$ cat src/logic/uart_rx_pkg.sv
// package: constants, types and register map for the asynchronous receiver
package uart_rx_pkg;
  // register byte offsets on the avalon slave
  localparam logic [3:0] OFS_MODE   = 4'h0;   // serial_mode_reg
  localparam logic [3:0] OFS_DIV    = 4'h4;   // baud_divider and prescale select
  localparam logic [3:0] OFS_BUF    = 4'h8;   // rx_buffer
  localparam logic [3:0] OFS_STATUS = 4'hc;   // rx_error_status_reg, clear on read
  // mode register field positions
  localparam int MODE_CAE_BIT  = 7;           // channel_operation_enable
  localparam int MODE_RXE_BIT  = 5;           // rx_enable
  localparam int MODE_PAR_LSB  = 3;           // parity mode, two bits
  localparam int MODE_LEN_BIT  = 2;           // 1 = 8 data bits, 0 = 7
  localparam int MODE_MRG_BIT  = 0;           // error_irq_merge_sel
  localparam logic [7:0] MODE_RESET = 8'h01;  // merge selector set after reset
  // divider register fields
  localparam int DIV_PRE_LSB = 8;             // prescaler select, four bits
  localparam logic [7:0] DIV_K_RESET = 8'hff; // divisor k after reset
  localparam logic [7:0] DIV_K_MIN   = 8'h08; // smallest legal divisor
  localparam logic [3:0] PRE_MAX     = 4'ha;  // largest legal prescale select
  // status register bit positions
  localparam int ST_OVE_BIT = 0;
  localparam int ST_FE_BIT  = 1;
  localparam int ST_PE_BIT  = 2;
  // parity modes
  typedef enum logic [1:0] {
    PAR_NONE = 2'h0,
    PAR_ZERO = 2'h1,
    PAR_ODD  = 2'h2,
    PAR_EVEN = 2'h3
  } parity_t;
  // control bundle handed to the receive core
  typedef struct packed {
    logic       chanEnable;   // channel_operation_enable
    logic       rxEnable;     // rx_enable
    parity_t    parity;       // parity mode
    logic       eightBits;    // data length
    logic       mergeSel;     // error_irq_merge_sel
    logic [3:0] preSel;       // basic clock prescale
    logic [7:0] divK;         // baud_divider
  } rx_ctrl_t;
  // result bundle handed back by the receive core
  typedef struct packed {
    logic       done;         // one-cycle frame end pulse
    logic       frameErr;     // stop bit missing
    logic       parityErr;    // parity mismatch
    logic [7:0] data;         // received word
  } rx_result_t;
endpackage

$ cat src/logic/uart_rx_core.sv
// file: receive shift engine with noise filter and baud timing
`timescale 1ns/1ps
module uart_rx_core (
  input  wire logic                   sys_clk,
  input  wire logic                   rst_n,
  input  wire uart_rx_pkg::rx_ctrl_t  ctrl,
  input  wire logic                   serial_rx_input,  // already synchronised
  output uart_rx_pkg::rx_result_t     result
);
  import uart_rx_pkg::*;

  typedef enum {IDLE, START, DATA, PARITY, STOP} rx_state_t;

  logic [10:0] preCnt_q;      // prescaler counter
  logic        basicTick;     // one pulse per basic clock rising edge
  logic        filtA_q;       // first filter sample
  logic        filtB_q;       // second filter sample
  logic        line_q;        // filtered line
  logic [7:0]  baudCnt_q;     // half-bit counter
  logic        halfTick;      // half bit period elapsed
  logic        phase_q;       // toggles each half bit, sample on 1
  rx_state_t   state_q;
  logic [2:0]  bitIdx_q;      // data bit index
  logic [7:0]  shift_q;       // reception shift register
  logic        parAcc_q;      // running xor of data and parity
  logic        active;        // receiver running

  assign active = ctrl.chanEnable && ctrl.rxEnable;

  // prescaler: basic clock held low while channel is off
  always_ff @(posedge sys_clk or negedge rst_n) begin
    if (!rst_n) begin
      preCnt_q <= 11'h000;
    end else if (!ctrl.chanEnable) begin
      preCnt_q <= 11'h000;
    end else begin
      preCnt_q <= preCnt_q + 11'h001;
    end
  end
  // tick when the selected power-of-two divider wraps
  always_comb begin
    logic [10:0] mask;
    mask      = 11'h000;
    mask      = (11'h001 << ctrl.preSel) - 11'h001;
    basicTick = ctrl.chanEnable && ((preCnt_q & mask) == mask);
  end

  // two-sample match noise filter on the basic clock
  always_ff @(posedge sys_clk or negedge rst_n) begin
    if (!rst_n) begin
      filtA_q <= 1'b1;
      filtB_q <= 1'b1;
      line_q  <= 1'b1;
    end else if (basicTick) begin
      filtA_q <= serial_rx_input;
      filtB_q <= filtA_q;
      if (filtA_q == filtB_q) begin
        line_q <= filtB_q;
      end
    end
  end

  // baud timing: half bit = k basic clocks, bit = 2k
  always_ff @(posedge sys_clk or negedge rst_n) begin
    if (!rst_n) begin
      baudCnt_q <= 8'h00;
    end else if (state_q == IDLE || halfTick) begin
      baudCnt_q <= 8'h00;
    end else if (basicTick) begin
      baudCnt_q <= baudCnt_q + 8'h01;
    end
  end
  assign halfTick = basicTick && (baudCnt_q == ctrl.divK - 8'h01);

  // frame state machine
  always_ff @(posedge sys_clk or negedge rst_n) begin
    if (!rst_n) begin
      state_q   <= IDLE;
      phase_q   <= 1'b0;
      bitIdx_q  <= 3'h0;
      shift_q   <= 8'h00;
      parAcc_q  <= 1'b0;
      result    <= '0;
    end else begin
      result.done <= 1'b0;
      if (!active) begin
        state_q <= IDLE;
        phase_q <= 1'b0;
      end else begin
        unique case (state_q)
          // wait for a falling line
          IDLE: begin
            if (basicTick && !line_q) begin
              state_q <= START;
              phase_q <= 1'b0;
            end
          end
          // recheck start at mid bit
          START: begin
            if (halfTick) begin
              if (line_q) begin
                state_q <= IDLE;  // glitch, not a start
              end else begin
                state_q  <= DATA;
                phase_q  <= 1'b0;
                bitIdx_q <= 3'h0;
                parAcc_q <= 1'b0;
              end
            end
          end
          // data, lsb first
          DATA: begin
            if (halfTick) begin
              phase_q <= ~phase_q;
              if (phase_q) begin
                shift_q  <= {line_q, shift_q[7:1]};
                parAcc_q <= parAcc_q ^ line_q;
                bitIdx_q <= bitIdx_q + 3'h1;
                if (bitIdx_q == {2'h3, ctrl.eightBits}) begin
                  state_q <= (ctrl.parity == PAR_NONE) ? STOP : PARITY;
                end
              end
            end
          end
          // parity bit: never aborts the frame
          PARITY: begin
            if (halfTick) begin
              phase_q <= ~phase_q;
              if (phase_q) begin
                parAcc_q <= parAcc_q ^ line_q;
                state_q  <= STOP;
              end
            end
          end
          // stop bit closes the frame
          STOP: begin
            if (halfTick) begin
              phase_q <= ~phase_q;
              if (phase_q) begin
                state_q          <= IDLE;
                result.done      <= 1'b1;
                result.frameErr  <= !line_q;
                result.data      <= ctrl.eightBits ? shift_q : {1'b0, shift_q[7:1]};
                unique case (ctrl.parity)
                  PAR_EVEN: result.parityErr <= parAcc_q;
                  PAR_ODD:  result.parityErr <= !parAcc_q;
                  default:  result.parityErr <= 1'b0;
                endcase
              end
            end
          end
        endcase
      end
    end
  end
endmodule

$ cat src/logic/uart_async_receiver.sv
// file: receiver top with avalon register slave, buffer, status and interrupts
//
// Added by the designer: the placing of the registers and register access over Avalon-MM.
`timescale 1ns/1ps
// Contract
// - disabled receiver idles, buffer kept, no interrupts
// - frame starts only on detected start bit
// - stop bit raises done and loads buffer
// - overrun keeps buffer, interrupt per selector
// - parity/framing errors finish frame then interrupt
// - clearing enable mid-frame aborts silently
// - error flag set with selected interrupt
// - status read returns flags then clears
// - selector 0 error irq, 1 done irq
// - missing stop bit flags framing error
// - unread buffer plus new frame flags overrun
// - even parity: odd ones count errors
// - odd parity: even ones count errors
// - zero parity never flags parity error
// - no parity bit, never parity error
// - two matching samples pass filter
// - filter delays line up to three basic clocks
// - basic clock stopped while channel disabled
// - bit rate is basic clock over 2k
module uart_async_receiver (
  input  wire logic        sys_clk,
  input  wire logic        rst_n,
  input  wire logic [3:0]  avs_address,       // byte address
  input  wire logic        avs_read,
  input  wire logic        avs_write,
  input  wire logic [31:0] avs_writedata,
  input  wire logic [3:0]  avs_byteenable,
  output logic [31:0]      avs_readdata,
  output logic             avs_waitrequest,
  output logic [1:0]       avs_response,
  input  wire logic        serial_rx_line,    // receive pin
  output logic             rx_done_irq,       // one-cycle pulse
  output logic             rx_error_irq       // one-cycle pulse
);
  import uart_rx_pkg::*;

  logic [7:0]  mode_q;        // serial_mode_reg
  logic [7:0]  divK_q;        // baud_divider
  logic [3:0]  preSel_q;      // prescale select
  logic [7:0]  rxBuf_q;       // rx_buffer
  logic        bufFull_q;     // buffer holds an unread word
  logic [2:0]  status_q;      // rx_error_status_reg
  logic        sync1_q;       // pin synchroniser stage 1
  logic        sync2_q;       // pin synchroniser stage 2
  logic        ack_q;         // one-cycle bus answer
  logic        rdHit;         // accepted read this cycle
  logic        wrHit;         // accepted write this cycle
  logic        overrun;       // frame ends on unread buffer
  logic        anyErr;        // any error at frame end
  rx_ctrl_t    ctrl;
  rx_result_t  res;

  // register map check: an offset decoder reused for read and write
  function automatic logic isMapped(input logic [3:0] a);
    isMapped = (a == OFS_MODE) || (a == OFS_DIV) || (a == OFS_BUF) || (a == OFS_STATUS);
  endfunction

  // control bundle
  always_comb begin
    ctrl.chanEnable = mode_q[MODE_CAE_BIT];
    ctrl.rxEnable   = mode_q[MODE_RXE_BIT];
    ctrl.parity     = parity_t'(mode_q[MODE_PAR_LSB +: 2]);
    ctrl.eightBits  = mode_q[MODE_LEN_BIT];
    ctrl.mergeSel   = mode_q[MODE_MRG_BIT];
    ctrl.preSel     = preSel_q;
    ctrl.divK       = divK_q;
  end

  // two-flop synchroniser on the receive pin
  always_ff @(posedge sys_clk or negedge rst_n) begin
    if (!rst_n) begin
      sync1_q <= 1'b1;
      sync2_q <= 1'b1;
    end else begin
      sync1_q <= serial_rx_line;
      sync2_q <= sync1_q;
    end
  end

  uart_rx_core u_core (
    .sys_clk         (sys_clk),
    .rst_n           (rst_n),
    .ctrl            (ctrl),
    .serial_rx_input (sync2_q),
    .result          (res)
  );

  // bus handshake: every access waits exactly one cycle
  always_ff @(posedge sys_clk or negedge rst_n) begin
    if (!rst_n) begin
      ack_q <= 1'b0;
    end else begin
      ack_q <= (avs_read || avs_write) && !ack_q;
    end
  end
  assign avs_waitrequest = (avs_read || avs_write) && !ack_q;
  assign rdHit = avs_read && ack_q;
  assign wrHit = avs_write && ack_q;

  // read data and response registered at the waiting cycle
  always_ff @(posedge sys_clk or negedge rst_n) begin
    if (!rst_n) begin
      avs_readdata <= 32'h00000000;
      avs_response <= 2'h0;
    end else if ((avs_read || avs_write) && !ack_q) begin
      avs_response <= isMapped(avs_address) ? 2'h0 : 2'h3;  // decodeerror
      avs_readdata <= 32'h00000000;
      if (avs_read) begin
        unique case (avs_address)
          OFS_MODE:   avs_readdata <= {24'h000000, mode_q};
          OFS_DIV:    avs_readdata <= {20'h00000, preSel_q, divK_q};
          OFS_BUF:    avs_readdata <= {24'h000000, rxBuf_q};
          OFS_STATUS: avs_readdata <= {29'h00000000, status_q};
          default:    avs_readdata <= 32'h00000000;
        endcase
      end
    end
  end

  // mode register writes
  always_ff @(posedge sys_clk or negedge rst_n) begin
    if (!rst_n) begin
      mode_q <= MODE_RESET;
    end else if (wrHit && avs_address == OFS_MODE && avs_byteenable[0]) begin
      mode_q <= avs_writedata[7:0];
    end
  end

  // divider register writes, illegal values ignored
  always_ff @(posedge sys_clk or negedge rst_n) begin
    if (!rst_n) begin
      divK_q   <= DIV_K_RESET;
      preSel_q <= 4'h0;
    end else if (wrHit && avs_address == OFS_DIV) begin
      if (avs_byteenable[0] && avs_writedata[7:0] >= DIV_K_MIN) begin
        divK_q <= avs_writedata[7:0];
      end
      if (avs_byteenable[1] && avs_writedata[DIV_PRE_LSB +: 4] <= PRE_MAX) begin
        preSel_q <= avs_writedata[DIV_PRE_LSB +: 4];
      end
    end
  end

  assign overrun = res.done && bufFull_q && !(rdHit && avs_address == OFS_BUF);
  assign anyErr  = res.done && (overrun || res.frameErr || res.parityErr);

  // receive buffer: loaded at stop unless overrun
  always_ff @(posedge sys_clk or negedge rst_n) begin
    if (!rst_n) begin
      rxBuf_q <= 8'h00;
    end else if (res.done && !overrun) begin
      rxBuf_q <= res.data;
    end
  end

  // buffer full flag: new word wins over a read in the same cycle
  always_ff @(posedge sys_clk or negedge rst_n) begin
    if (!rst_n) begin
      bufFull_q <= 1'b0;
    end else if (res.done) begin
      bufFull_q <= 1'b1;
    end else if (rdHit && avs_address == OFS_BUF) begin
      bufFull_q <= 1'b0;
    end
  end

  // error status: set wins over the clearing read; a read clears only the flags it returned,
  // so a flag set between the data capture and the accepting edge is not lost
  always_ff @(posedge sys_clk or negedge rst_n) begin
    if (!rst_n) begin
      status_q <= 3'h0;
    end else begin
      if (rdHit && avs_address == OFS_STATUS) begin
        status_q <= status_q & ~avs_readdata[2:0];
      end
      if (res.done) begin
        if (overrun) status_q[ST_OVE_BIT] <= 1'b1;
        if (res.frameErr) status_q[ST_FE_BIT] <= 1'b1;
        if (res.parityErr) status_q[ST_PE_BIT] <= 1'b1;
      end
    end
  end

  // interrupt pulses, registered with the status update
  always_ff @(posedge sys_clk or negedge rst_n) begin
    if (!rst_n) begin
      rx_done_irq  <= 1'b0;
      rx_error_irq <= 1'b0;
    end else begin
      rx_done_irq  <= res.done && (!anyErr || ctrl.mergeSel);
      rx_error_irq <= anyErr && !ctrl.mergeSel;
    end
  end
endmodule

$ cat config.mk
export PLATFORM = sky130hd
export DESIGN_NAME = uart_async_receiver
export DESIGN_NICKNAME = d
export VERILOG_FILES = /design/src/logic/uart_rx_pkg.sv /design/src/logic/uart_rx_core.sv /design/src/logic/uart_async_receiver.sv
export SDC_FILE = /design/constraint.sdc
export NUM_CORES = 1
export LEC_CHECK = 0
export BUFFER_PORTS_ARGS = -buffer_cell sky130_fd_sc_hd__buf_2
export CORE_MARGIN = 1
export CORE_UTILIZATION = 52
export DETAILED_ROUTE_END_ITERATION = 10
export GPL_TIMING_DRIVEN = 1
export PLACE_DENSITY = 0.77
export SYNTH_ARGS = -nofsm -noshare
export SYNTH_HDL_FRONTEND = slang
export SYNTH_SLANG_ARGS = --single-unit
$ cat constraint.sdc
create_clock -name sys_clk -period 3 [get_ports sys_clk]
set_input_delay 0 -clock sys_clk [delete_from_list [all_inputs] [get_ports sys_clk]]
set_output_delay 0 -clock sys_clk [all_outputs]
set_load 0.01 [all_outputs]
---- Yosys cells after proc, flatten, opt, wreduce, memory -nomap -nowiden ----
Index checks and enable logic that the tools add are counted.
word-level totals
  register bits ........................... 149
  logic and storage cells ................. 170
cells by class
  reduce and logical (&&, ||, !) cells .... 54
  add/subtract/negate cells ............... 5
  multiplexer cells ....................... 46
  order comparisons ....................... 2
  shifts and indexed selects .............. 1
  bitwise operators ....................... 5
  eq/ne operators ......................... 30
operators by type and width
  operator                                                                 number
  32-bit 2-to-1 mux                                                        10
  32-bit one-hot mux with 5 select lines                                   1
  32-bit by 2-bit equality test with 1-bit output, second input constant   2
  32-bit logical NOT                                                       2
  11-bit 2-to-1 mux                                                        5
  12-bit one-hot mux with 4 select lines                                   1
  32-bit by 1-bit equality test with 1-bit output, second input constant   1
  32-bit by 3-bit equality test with 1-bit output, second input constant   1
  8-bit 2-to-1 mux                                                         3
  3-bit by 2-bit inequality test with 1-bit output, second input constant  8
  3-bit 2-to-1 mux                                                         7
  1-bit logical AND                                                        20
  1-bit 2-to-1 mux                                                         12
  12-bit 2-to-1 mux                                                        1
  4-bit AND reduction                                                      3
  6-bit AND reduction                                                      2
  11-bit by 1-bit adder with 11-bit output, second input constant          1
  11-bit AND                                                               1
  11-bit equality test                                                     1
  1-bit by 4-bit left shift with 11-bit output, first input constant       1
  11-bit by 1-bit subtractor with 11-bit output, second input constant     1
  2-bit by 1-bit inequality test with 1-bit output, second input constant  5
  3-bit inequality test, second input constant                             3
  9-bit AND reduction                                                      1
  other kinds (28)                                                         50

---- Logic depth before layout (Yosys ltp) ----
Gate-level depths: netlist of run 1.
  depth after elaboration ................. 10
  gate-level depth with buffers ........... 14
  depth with buffers taken out ............ 10

---- Modules after synthesis ----
From an unflattened synthesis of run 1, not the netlist that was laid out.
second synthesis, totals
  cells, all modules ...................... 500
  area total of the unflattened synthesis .. 5386.4 µm²
by module, submodules not included
  module               cells an instance  instances  area an instance (µm²)
  uart_rx_core         320                1          3034.2
  uart_async_receiver  180                1          2352.3

---- Worst setup path after synthesis of run 1 ----
No wires, ideal clock.
  path type ............................... register -> register
  from .................................... register preSel_q[1]
  to ...................................... register u_core.result[0] in the netlist's numbering
  library setup time ...................... 125 ps
  buffers on the path ..................... 3
  arrival time ............................ 2852 ps
  stages on the path, launching flop included .. 13
  required time ........................... 2875 ps
  path slack .............................. 23 ps
  cell sequence ........................... dfrtp_1 -> buf_2 -> nor2_1 -> nand3_1 -> ha_1 -> buf_2 -> xor2_1 -> a222oi_1 -> and4bb_1 -> buf_6 -> nand3_4 -> nor3_4 -> mux2_2
between the ends
  word-level cells in the longest chain between the ends .. 7
ends and longest elaborated chain
  what                                             line                        text
  start: declaration                               uart_async_receiver.sv:44   logic [3:0] preSel_q;
  start signal: assignment                         uart_async_receiver.sv:144  preSel_q <= avs_writedata[DIV_PRE_LSB +: 4];
  1-bit by 4-bit left shift with 11-bit output *   uart_rx_core.sv:44          mask = (11'h001 << ctrl.preSel) - 11'h001;
  11-bit by 1-bit subtractor with 11-bit output *  uart_rx_core.sv:44
  11-bit AND                                       uart_rx_core.sv:45          basicTick = ctrl.chanEnable && ((preCnt_q & mask) == mask);
  11-bit equality test *                           uart_rx_core.sv:45
  1-bit logical AND *                              uart_rx_core.sv:45
  1-bit logical AND *                              uart_rx_core.sv:73          assign halfTick = basicTick && (baudCnt_q == ctrl.divK - 8'h01);
  4-bit AND reduction (no line) *                  -
  end: declaration                                 uart_rx_core.sv:8           output uart_rx_pkg::rx_result_t result
Every way passes the cells marked *; elsewhere a longest branch is shown, timed or not.
A chain may end at the register's enable or synchronous reset.

---- Final worst setup path of run 1 ----
  from .................................... register preSel_q[2]
  to ...................................... register u_core.result[4] in the netlist's numbering
Same word-level chain as after synthesis.

==> summary.md, run 1 <==
| Metric | Value |
|---|---|
| Warnings from Yosys | 0 |
| Remaining design rule violation count | 0 |
| Worst slew slack as a fraction of its limit | 0.3189 |
| Largest family of logic cells by synthesized area | simple AND/OR/NAND/NOR gates |
| TritonCTS Sinks | 99 |
| Area contributors post-synth | sky130_fd_sc_hd__dfrtp_1, sky130_fd_sc_hd__mux2_2, sky130_fd_sc_hd__dfstp_2, sky130_fd_sc_hd__buf_4, sky130_fd_sc_hd__nand2_1 |
| Level count of the clock H-tree | 3 |
| Count of endpoints failing setup in the final report | 0 |
| Number of routed nets with antenna violations | 0 |
| Source of the worst register-to-register timing path | preSel_q[2]$_DFFE_PN0P_ |
| Simple-gate share of the synthesized area | 0.1695 |
| Fin crit share | 0.9600 |
| Routability congestion estimate from global placement | 0.8822 |
| Clock transition at the registers of the reported paths | 0.10 ns |
| Synth-to-Final Area Change | 14.39% |
| Worst ir drop on vdd | 268.6 uV |
| Port Buffer Count | 39 |
| Multiplexer share of the synthesized area | 0.1295 |
| Mean cell area of the mapped netlist | 10.74 sq um |
| Proportion of synthesized flip-flops having asynchronous set or reset | 1.000 |
| Number of instances in the synthesized netlist | 495 |
| I/O pins | 82 |
| Global-route wire length before repair | 18.81 mm |
| Vias in the first global route | 3964 |
| DR iter-0 viols | 196 |
| Worst setup EP type | flop |
| Worst slew pin tran | 1.020 ns |
| Max Cap Violations | 0 |
| Commonest non-fill, non-tap cells in the layout | sky130_fd_sc_hd__dfrtp_1, sky130_fd_sc_hd__mux2_2, sky130_fd_sc_hd__buf_2 |
| Maximum buffer depth of the clock tree | 2 |
| Remaining global-route overflow | 0 |
| CORE AREA | 9819 sq um |
| Overall routed net length | 11.63 mm |
| Combined area of all synthesized cells | 5314 sq um |
| Fraction of synthesized cell area in xor and xnor cells | 0.04450 |
| Fmax | 347.2 MHz |
| Antenna violations before repair | 0 |
| Number of enable flip-flop cells after synthesis | 0 |
| Total power divided by cell area | 487.1 nW/um^2 |
| Reg2Reg Setup Slack | 0.12 ns |
| Post-layout instance area | 6078 sq um |
| Share of the synthesized area in compound gates (AO/OA/AOI/OAI) | 0.1133 |
| Number of pins with negative max-slew slack in the final report | 0 |
| Tightest Hold Check Type | primary input to flop |
| Synth area leader | sky130_fd_sc_hd__dfrtp_1 |
| Dominant synthesized flop cell | sky130_fd_sc_hd__dfrtp_1 |
| CTS tree | done |
| Total negative slack | 0 ns |
| Initial DRT Pass Iterations | 6 |
| Smallest hold slack | 0.02605 ns |
| Clk_lat worst skew | 0.37 ns |
| Post-layout nets | 611 |
| Average wire per standard cell | 16.64 microns |
| Number of flip-flops and latches in the synthesized netlist | 99 |
| Share of cells above drive strength 1 | 0.2686 |
| Row count | 36 |
| Die span in y | 103.1 microns |
| Final Skew | 0.007279 ns |
| Beginning of the critical path | preSel_q[2]$_DFFE_PN0P_ |
| Critical path type | flop to flop |
| Final worst path period need | 2.880 ns |
| Die area | 10630 sq um |
| Count of endpoints failing hold in the final timing report | 0 |
| Sequential share of the synthesized area | 0.4695 |
| Root buffer cell | sky130_fd_sc_hd__clkbuf_8 |
| Crit-path max FO | 10 |
| Commonest non-fill, non-tap cell in the layout | sky130_fd_sc_hd__dfrtp_1 |
| Count of inserted antenna diode cells | 0 |
| Chip width | 103.1 microns |
| Initial cell density of the core | 0.5412 |
| Run status | finished, final reports clean |
| GRT Overall Usage | 0.2334 |
| Worst endpoint required time | 3.25 ns |
| Unrepaired setup endpoints after global routing | no |
| Adder-cell share of the synthesized area | 0.01177 |
| Kind of launch point of the worst setup path | flop |
| Share of the synthesized area in the top cell type | 0.4003 |
| Number of fill cells | 807 |
| Average via count per standard cell | 5.775 |
| Number of library cell types mapped by synthesis | 63 |
| Hold Path Origin | avs_writedata[10] |
| Maximum number of pins on one net before global-route repair | 68 |
| Inserted Clock Buffers | 9 |
| Leakage power figure | 2.819 nW |
| Placed Instance Area | 5650 sq um |
| Count of vias placed by the detailed router | 4037 |
| Estimated wirelength of the detail-placed design | 8.095 mm |
| Final core utilization | 0.6190 |
| Critical path data arrival time | 3.13 ns |
[flip-flops by register name, summed over array words and instances (netlist names), 4 cells and up]
name / count
rxBuf_q: 8
avs_readdata: 12
mode_q: 8
u_core.preCnt_q: 11
u_core.shift_q: 8
preSel_q: 4
u_core.result: 11
divK_q: 8
u_core.baudCnt_q: 8
[final cells by class]
class / instances / area (sq um) / area share
multi-input cells: 356 / 2595 / 0.4269
repair buffers: 78 / 549.3 / 0.09037
clock inverters: 5 / 67.56 / 0.01112
inverters: 17 / 63.81 / 0.01050
flip-flops and latches: 99 / 2495 / 0.4105
clock buffers: 11 / 141.4 / 0.02326
well taps: 133 / 166.4 / 0.02738
[worst max-delay path, cell delays in order (launching register included)]
cell                       delay, ns
sky130_fd_sc_hd__dfrtp_1        0.47
sky130_fd_sc_hd__nor2_1         0.17
sky130_fd_sc_hd__nand3_1        0.14
sky130_fd_sc_hd__ha_4           0.21
sky130_fd_sc_hd__xor2_1         0.16
sky130_fd_sc_hd__a222oi_1       0.41
sky130_fd_sc_hd__and4bb_2       0.35
sky130_fd_sc_hd__buf_6          0.12
sky130_fd_sc_hd__nand3_4        0.07
sky130_fd_sc_hd__nor3_4         0.17
sky130_fd_sc_hd__buf_12         0.16
sky130_fd_sc_hd__mux2_2         0.34
[timing repair]
item / in CTS / in global routing
pin swaps: 2 / 1
resized for setup: 2 / 7
hold buffers: 17 / 0
endpoints found under the hold margin: 80 / 0
buffers inserted: 1 / 1
setup endpoints to repair: 17 / 23
[cell usage after synthesis, types with 4 or more instances]
| cell type | count |
|---|---|
| sky130_fd_sc_hd__nor3b_1 | 5 |
| sky130_fd_sc_hd__buf_4 | 22 |
| sky130_fd_sc_hd__nor4_1 | 4 |
| sky130_fd_sc_hd__mux2i_1 | 8 |
| sky130_fd_sc_hd__mux2_2 | 48 |
| sky130_fd_sc_hd__nand2b_1 | 6 |
| sky130_fd_sc_hd__nor2_1 | 27 |
| sky130_fd_sc_hd__a21oi_1 | 15 |
| sky130_fd_sc_hd__ha_1 | 5 |
| sky130_fd_sc_hd__inv_1 | 17 |
| sky130_fd_sc_hd__xnor2_1 | 13 |
| sky130_fd_sc_hd__nand2_1 | 37 |
| sky130_fd_sc_hd__or3_1 | 8 |
| sky130_fd_sc_hd__a21boi_0 | 4 |
| sky130_fd_sc_hd__o21ai_0 | 19 |
| sky130_fd_sc_hd__and2_1 | 11 |
| sky130_fd_sc_hd__clkbuf_1 | 13 |
| sky130_fd_sc_hd__nand4_1 | 6 |
| sky130_fd_sc_hd__nand3_1 | 15 |
| sky130_fd_sc_hd__nor3_1 | 11 |
| sky130_fd_sc_hd__xor2_1 | 14 |
| sky130_fd_sc_hd__o211ai_1 | 5 |
| sky130_fd_sc_hd__a22o_1 | 15 |
| sky130_fd_sc_hd__nor2b_1 | 7 |
| sky130_fd_sc_hd__dfrtp_1 | 85 |
| sky130_fd_sc_hd__dfstp_2 | 14 |
| sky130_fd_sc_hd__and3_1 | 7 |
| sky130_fd_sc_hd__buf_2 | 5 |
[final timing paths]
check,cells after the start,endpoint
worst min-delay path,4,preSel_q[3]$_DFFE_PN0P_
worst max register to register,11,u_core.result[4]$_DFFE_PN0P_
max in group asynchronous,3,u_core.line_q$_DFFE_PN1P_
worst min register to register,0,sync2_q$_DFF_PN1_
worst max-delay path,11,u_core.result[4]$_DFFE_PN0P_
min in group asynchronous,2,u_core.preCnt_q[8]$_DFF_PN0_
[metrics by stage]
| stage | setup WS [ns] | instances | power (W) |
|---|---|---|---|
| floorplan | 0.02299 | 514 | 0.001858 |
| global placement | 0.03369 | 664 | 0.001997 |
| detailed placement | 0.03517 | 664 | 0.002020 |
| CTS | 0.01322 | 698 | 0.002958 |
| global route | 0.001708 | 699 | 0.003097 |
| finish | 0.1199 | 699 | 0.002961 |
[cell families after synthesis]
group,after synthesis
multiplexers,59
flip-flops,99
AND/OR/NAND/NOR,159
adder cells (fa/ha/maj),5
XOR/XNOR,27
AO/OA/AOI/OAI,86
buffers and inverters,59
other,1
[where the power goes]
group / total [W] / switching, W / internal, W
registers: 0.00148 / 0.0000691 / 0.00141
logic: 0.000567 / 0.000299 / 0.000269
clock network: 0.000914 / 0.000489 / 0.000424
total: 0.00296 / 0.000857 / 0.00210
[layer usage]
metal / share of wire / GRT usage / routed length [microns] / vias up
met2: 0.50 / 0.3959 / 5844 / 151
met5: 0 / 0 / 0 / -
li1: - / - / - / 1863
met1: 0.43 / 0.3041 / 5044 / 2007
met3: 0.052 / 0.04881 / 609 / 16
met4: 0.011 / 0.06501 / 130 / 0
Power figures use the tool's default switching activity.
==> run 2: changes to the inputs <==
CORE_ASPECT_RATIO = 0.9   (was unset)
CORE_UTILIZATION = 50   (was 52)
PLACE_DENSITY = 0.74   (was 0.77)
SLEW_MARGIN = 40   (was unset)
==> summary.md, run 2 (synthesis gave the netlist of run 1 again) <==
| Metric | Value |
|---|---|
| Leakage power figure | 2.863 nW (+1.6%) |
| Number of routed nets with antenna violations | 0 (unchanged) |
| Combinational share of power | 0.170 (-0.022) |
| Level count of the clock H-tree | 3 (unchanged) |
| Inserted Clock Buffers | 9 (unchanged) |
| Number of fill cells | 819 (+1.5%) |
| P_int | 0.002432 W (+16%) |
| CTS tree | done |
| Worst setup EP type | flop |
| Pre-CTS setup slack | -0.06339 ns (-0.09855 ns) |
| Vias in the first global route | 3930 (-0.86%) |
| TritonCTS Sinks | 99 (unchanged) |
| Synth-to-Final Area Change | 16.88% |
| Remaining design rule violation count | 0 (unchanged) |
| Fraction of power spent switching nets | 0.2663 (-0.02310) |
| DR iter-0 viols | 263 (+34%) |
| Topmost layer with routed signal wires | met4 |
| Clock transition at the registers of the reported paths | 0.07 ns (-0.03 ns) |
| Remaining global-route overflow | 0 (unchanged) |
| I/O pins | 82 (unchanged) |
| GRT Overall Usage | 0.2213 (-0.01214) |
| Root buffer cell | sky130_fd_sc_hd__clkbuf_16 |
| Count of endpoints failing hold in the final timing report | 0 (unchanged) |
| Commonest non-fill, non-tap cell in the layout | sky130_fd_sc_hd__dfrtp_1 |
| Reg2Reg Setup Slack | 0.15 ns (+0.03 ns) |
| Post-layout instance area | 6211 sq um (+2.2%) |
| Share of cells above drive strength 1 | 0.2771 (+0.008536) |
| Sequential share of power | 0.446 (-0.054) |
| Kind of launch point of the worst setup path | flop |
| Count of inserted antenna diode cells | 0 (unchanged) |
| Worst ir drop on vdd | 448.2 uV (+67%) |
| Total power divided by cell area | 533.6 nW/um^2 (+9.6%) |
| Number of pins with negative max-slew slack in the final report | 0 (unchanged) |
| Count of endpoints failing setup in the final report | 0 (unchanged) |
| Commonest non-fill, non-tap cells in the layout | sky130_fd_sc_hd__dfrtp_1, sky130_fd_sc_hd__mux2_2, sky130_fd_sc_hd__buf_2 |
| Overall routed net length | 11.72 mm (+0.80%) |
| Routed length on met1 | 5.411 mm (+7.3%) |
| Total area of multi-input combinational cells | 2639 sq um (+1.7%) |
| CORE AREA | 10290 sq um (+4.8%) |
| Run status | finished, final reports clean |
| Slack of the critical path | 0.1508 ns (+0.03091 ns) |
| Net Sw Power | 0.0008828 W (+3.0%) |
| Maximum buffer depth of the clock tree | 2 (unchanged) |
| Fin crit share | 0.9497 (-0.01030) |
| Clock network power share | 0.384 (+0.075) |
| Initial cell density of the core | 0.5164 (-0.02480) |
| Worst slew slack as a fraction of its limit | 0.5091 (+0.1902) |
| Registers with the highest flip-flop counts | avs_readdata x12, u_core.preCnt_q x11, u_core.result x11 |
| Antenna violations before repair | 0 (unchanged) |
| Final Skew | 0.009102 ns (+0.001823 ns) |
| Overall Power | 0.003314 W (+12%) |
| Largest register FFs | 12 (unchanged) |
| Estimated wirelength of the detail-placed design | 8.303 mm (+2.6%) |
| Max Cap Violations | 0 (unchanged) |
| Average via count per standard cell | 5.762 (-0.24%) |
| Global-route wire length before repair | 19.35 mm (+2.9%) |
| Smallest hold slack | 0.009644 ns (-0.01640 ns) |
| Routability congestion estimate from global placement | 0.8948 (+1.4%) |
| Crit-path max FO | 10 (unchanged) |
| Chip width | 110.7 microns (+7.3%) |
| Tightest Hold Check Type | primary input to flop |
| Row count | 35 (-2.8%) |
| Placed Instance Area | 5642 sq um (-0.16%) |
| Clk_lat worst skew | 0.34 ns (-0.03 ns) |
| Worst endpoint required time | 3.23 ns (-0.02 ns) |
| Initial DRT Pass Iterations | 4 (-2) |
| Final worst path period need | 2.849 ns (-0.03090 ns) |
| Count of vias placed by the detailed router | 3987 (-1.2%) |
| Critical path type | flop to flop |
| Register area | 2495 sq um (unchanged) |
| Maximum number of pins on one net before global-route repair | 58 (-15%) |
| Die span in y | 99.80 microns (-3.2%) |
| Average wire per standard cell | 16.94 microns (+1.8%) |
| Port Buffer Count | 39 (unchanged) |
| Met2 layer wire length in the routed design | 5.557 mm (-4.9%) |
| Fmax | 351.0 MHz (+1.1%) |
| Post-layout nets | 608 (-0.49%) |
| Die area | 11040 sq um (+3.9%) |
| Met3 Routed Length | 615 microns (+0.99%) |
| Register with the most flip-flops | avs_readdata |
| Worst slew pin tran | 0.7363 ns (-0.2832 ns) |
| Critical path data arrival time | 3.08 ns (-0.05 ns) |
## run 2: cell count changes in the layout (fill, tap and decap cells not counted), moves of 2 or more
cell | previous run | this run
sky130_fd_sc_hd__inv_6 | 3 | 1
sky130_fd_sc_hd__clkbuf_16 | 0 | 9
sky130_fd_sc_hd__clkinvlp_4 | 0 | 2
sky130_fd_sc_hd__buf_4 | 21 | 18
sky130_fd_sc_hd__clkbuf_8 | 10 | 1
sky130_fd_sc_hd__a2111oi_1 | 2 | 0
sky130_fd_sc_hd__dlygate4sd3_1 | 17 | 15
sky130_fd_sc_hd__o2111ai_1 | 2 | 0
sky130_fd_sc_hd__a2111oi_2 | 0 | 2
sky130_fd_sc_hd__o2111ai_2 | 0 | 2
## run 2: metal layers
layer  vias up  global-route usage
met3        20             0.05978
met5         -                   0
met2       135              0.3602
met4         0             0.05436
li1       1872                   -
met1      1960              0.2964
## run 2: critical path: stages (launching register included)
cell                        delay, ns
sky130_fd_sc_hd__dfrtp_1         0.42
sky130_fd_sc_hd__nor4_4          0.32
sky130_fd_sc_hd__inv_2           0.08
sky130_fd_sc_hd__ha_4            0.20
sky130_fd_sc_hd__and2_1          0.19
sky130_fd_sc_hd__o2111ai_2       0.18
sky130_fd_sc_hd__nand4b_1        0.10
sky130_fd_sc_hd__and4bb_4        0.40
sky130_fd_sc_hd__and3_4          0.19
sky130_fd_sc_hd__buf_6           0.14
sky130_fd_sc_hd__nand4_4         0.16
sky130_fd_sc_hd__mux2_4          0.34
## run 2: final timing paths
check                                   startpoint                             to  depth (start not counted)
min in group asynchronous                    rst_n         rxBuf_q[0]$_DFFE_PN0P_                          2
max in group asynchronous                    rst_n   u_core.preCnt_q[9]$_DFF_PN0_                          3
min                              avs_writedata[10]        preSel_q[2]$_DFFE_PN0P_                          3
min reg2reg                      sync1_q$_DFF_PN1_              sync2_q$_DFF_PN1_                          0
max                        preSel_q[2]$_DFFE_PN0P_  u_core.shift_q[5]$_DFFE_PN0P_                         11
max reg2reg                preSel_q[2]$_DFFE_PN0P_  u_core.shift_q[5]$_DFFE_PN0P_                         11
## run 2: power by group through the flow
| stage | sequential, W | combinational (W) | clock (W) |
|---|---|---|---|
| finish | 0.00148 | 0.000563 | 0.00127 |
| global route | 0.00149 | 0.000618 | 0.00135 |
| CTS | 0.00148 | 0.000533 | 0.00130 |
| detailed placement | 0.00150 | 0.000513 | 0 |
| global placement | 0.00150 | 0.000490 | 0 |
| floorplan | 0.00149 | 0.000371 | 0 |
## run 2: metrics by stage
stage	instances	setup TNS (ns)	util
3_5_place_dp	659	-0.5044	0.5482
4_1_cts	690	0	0.5955
3_3_place_gp	659	0	0.5478
5_1_grt	692	-0.002686	0.6035
2_1_floorplan	514	0	-
6_report	692	0	0.6035
## run 2: area by class of cell
| type | count | share of cell area |
|---|---|---|
| flip-flops and latches | 99 | 0.4017 |
| well taps | 129 | 0.02599 |
| clock buffers | 10 | 0.03848 |
| multi-input cells | 357 | 0.4249 |
| clock inverters | 6 | 0.01531 |
| inverters | 17 | 0.01027 |
| repair buffers | 74 | 0.08340 |
## run 2: repair_timing
item	CTS	global route
endpoints found under the hold margin	63	0
endpoints found under the setup margin	11	22
resized for setup	2	12
buffers inserted	0	1
hold buffers	15	0
gates cloned	0	1
pin swaps	0	3
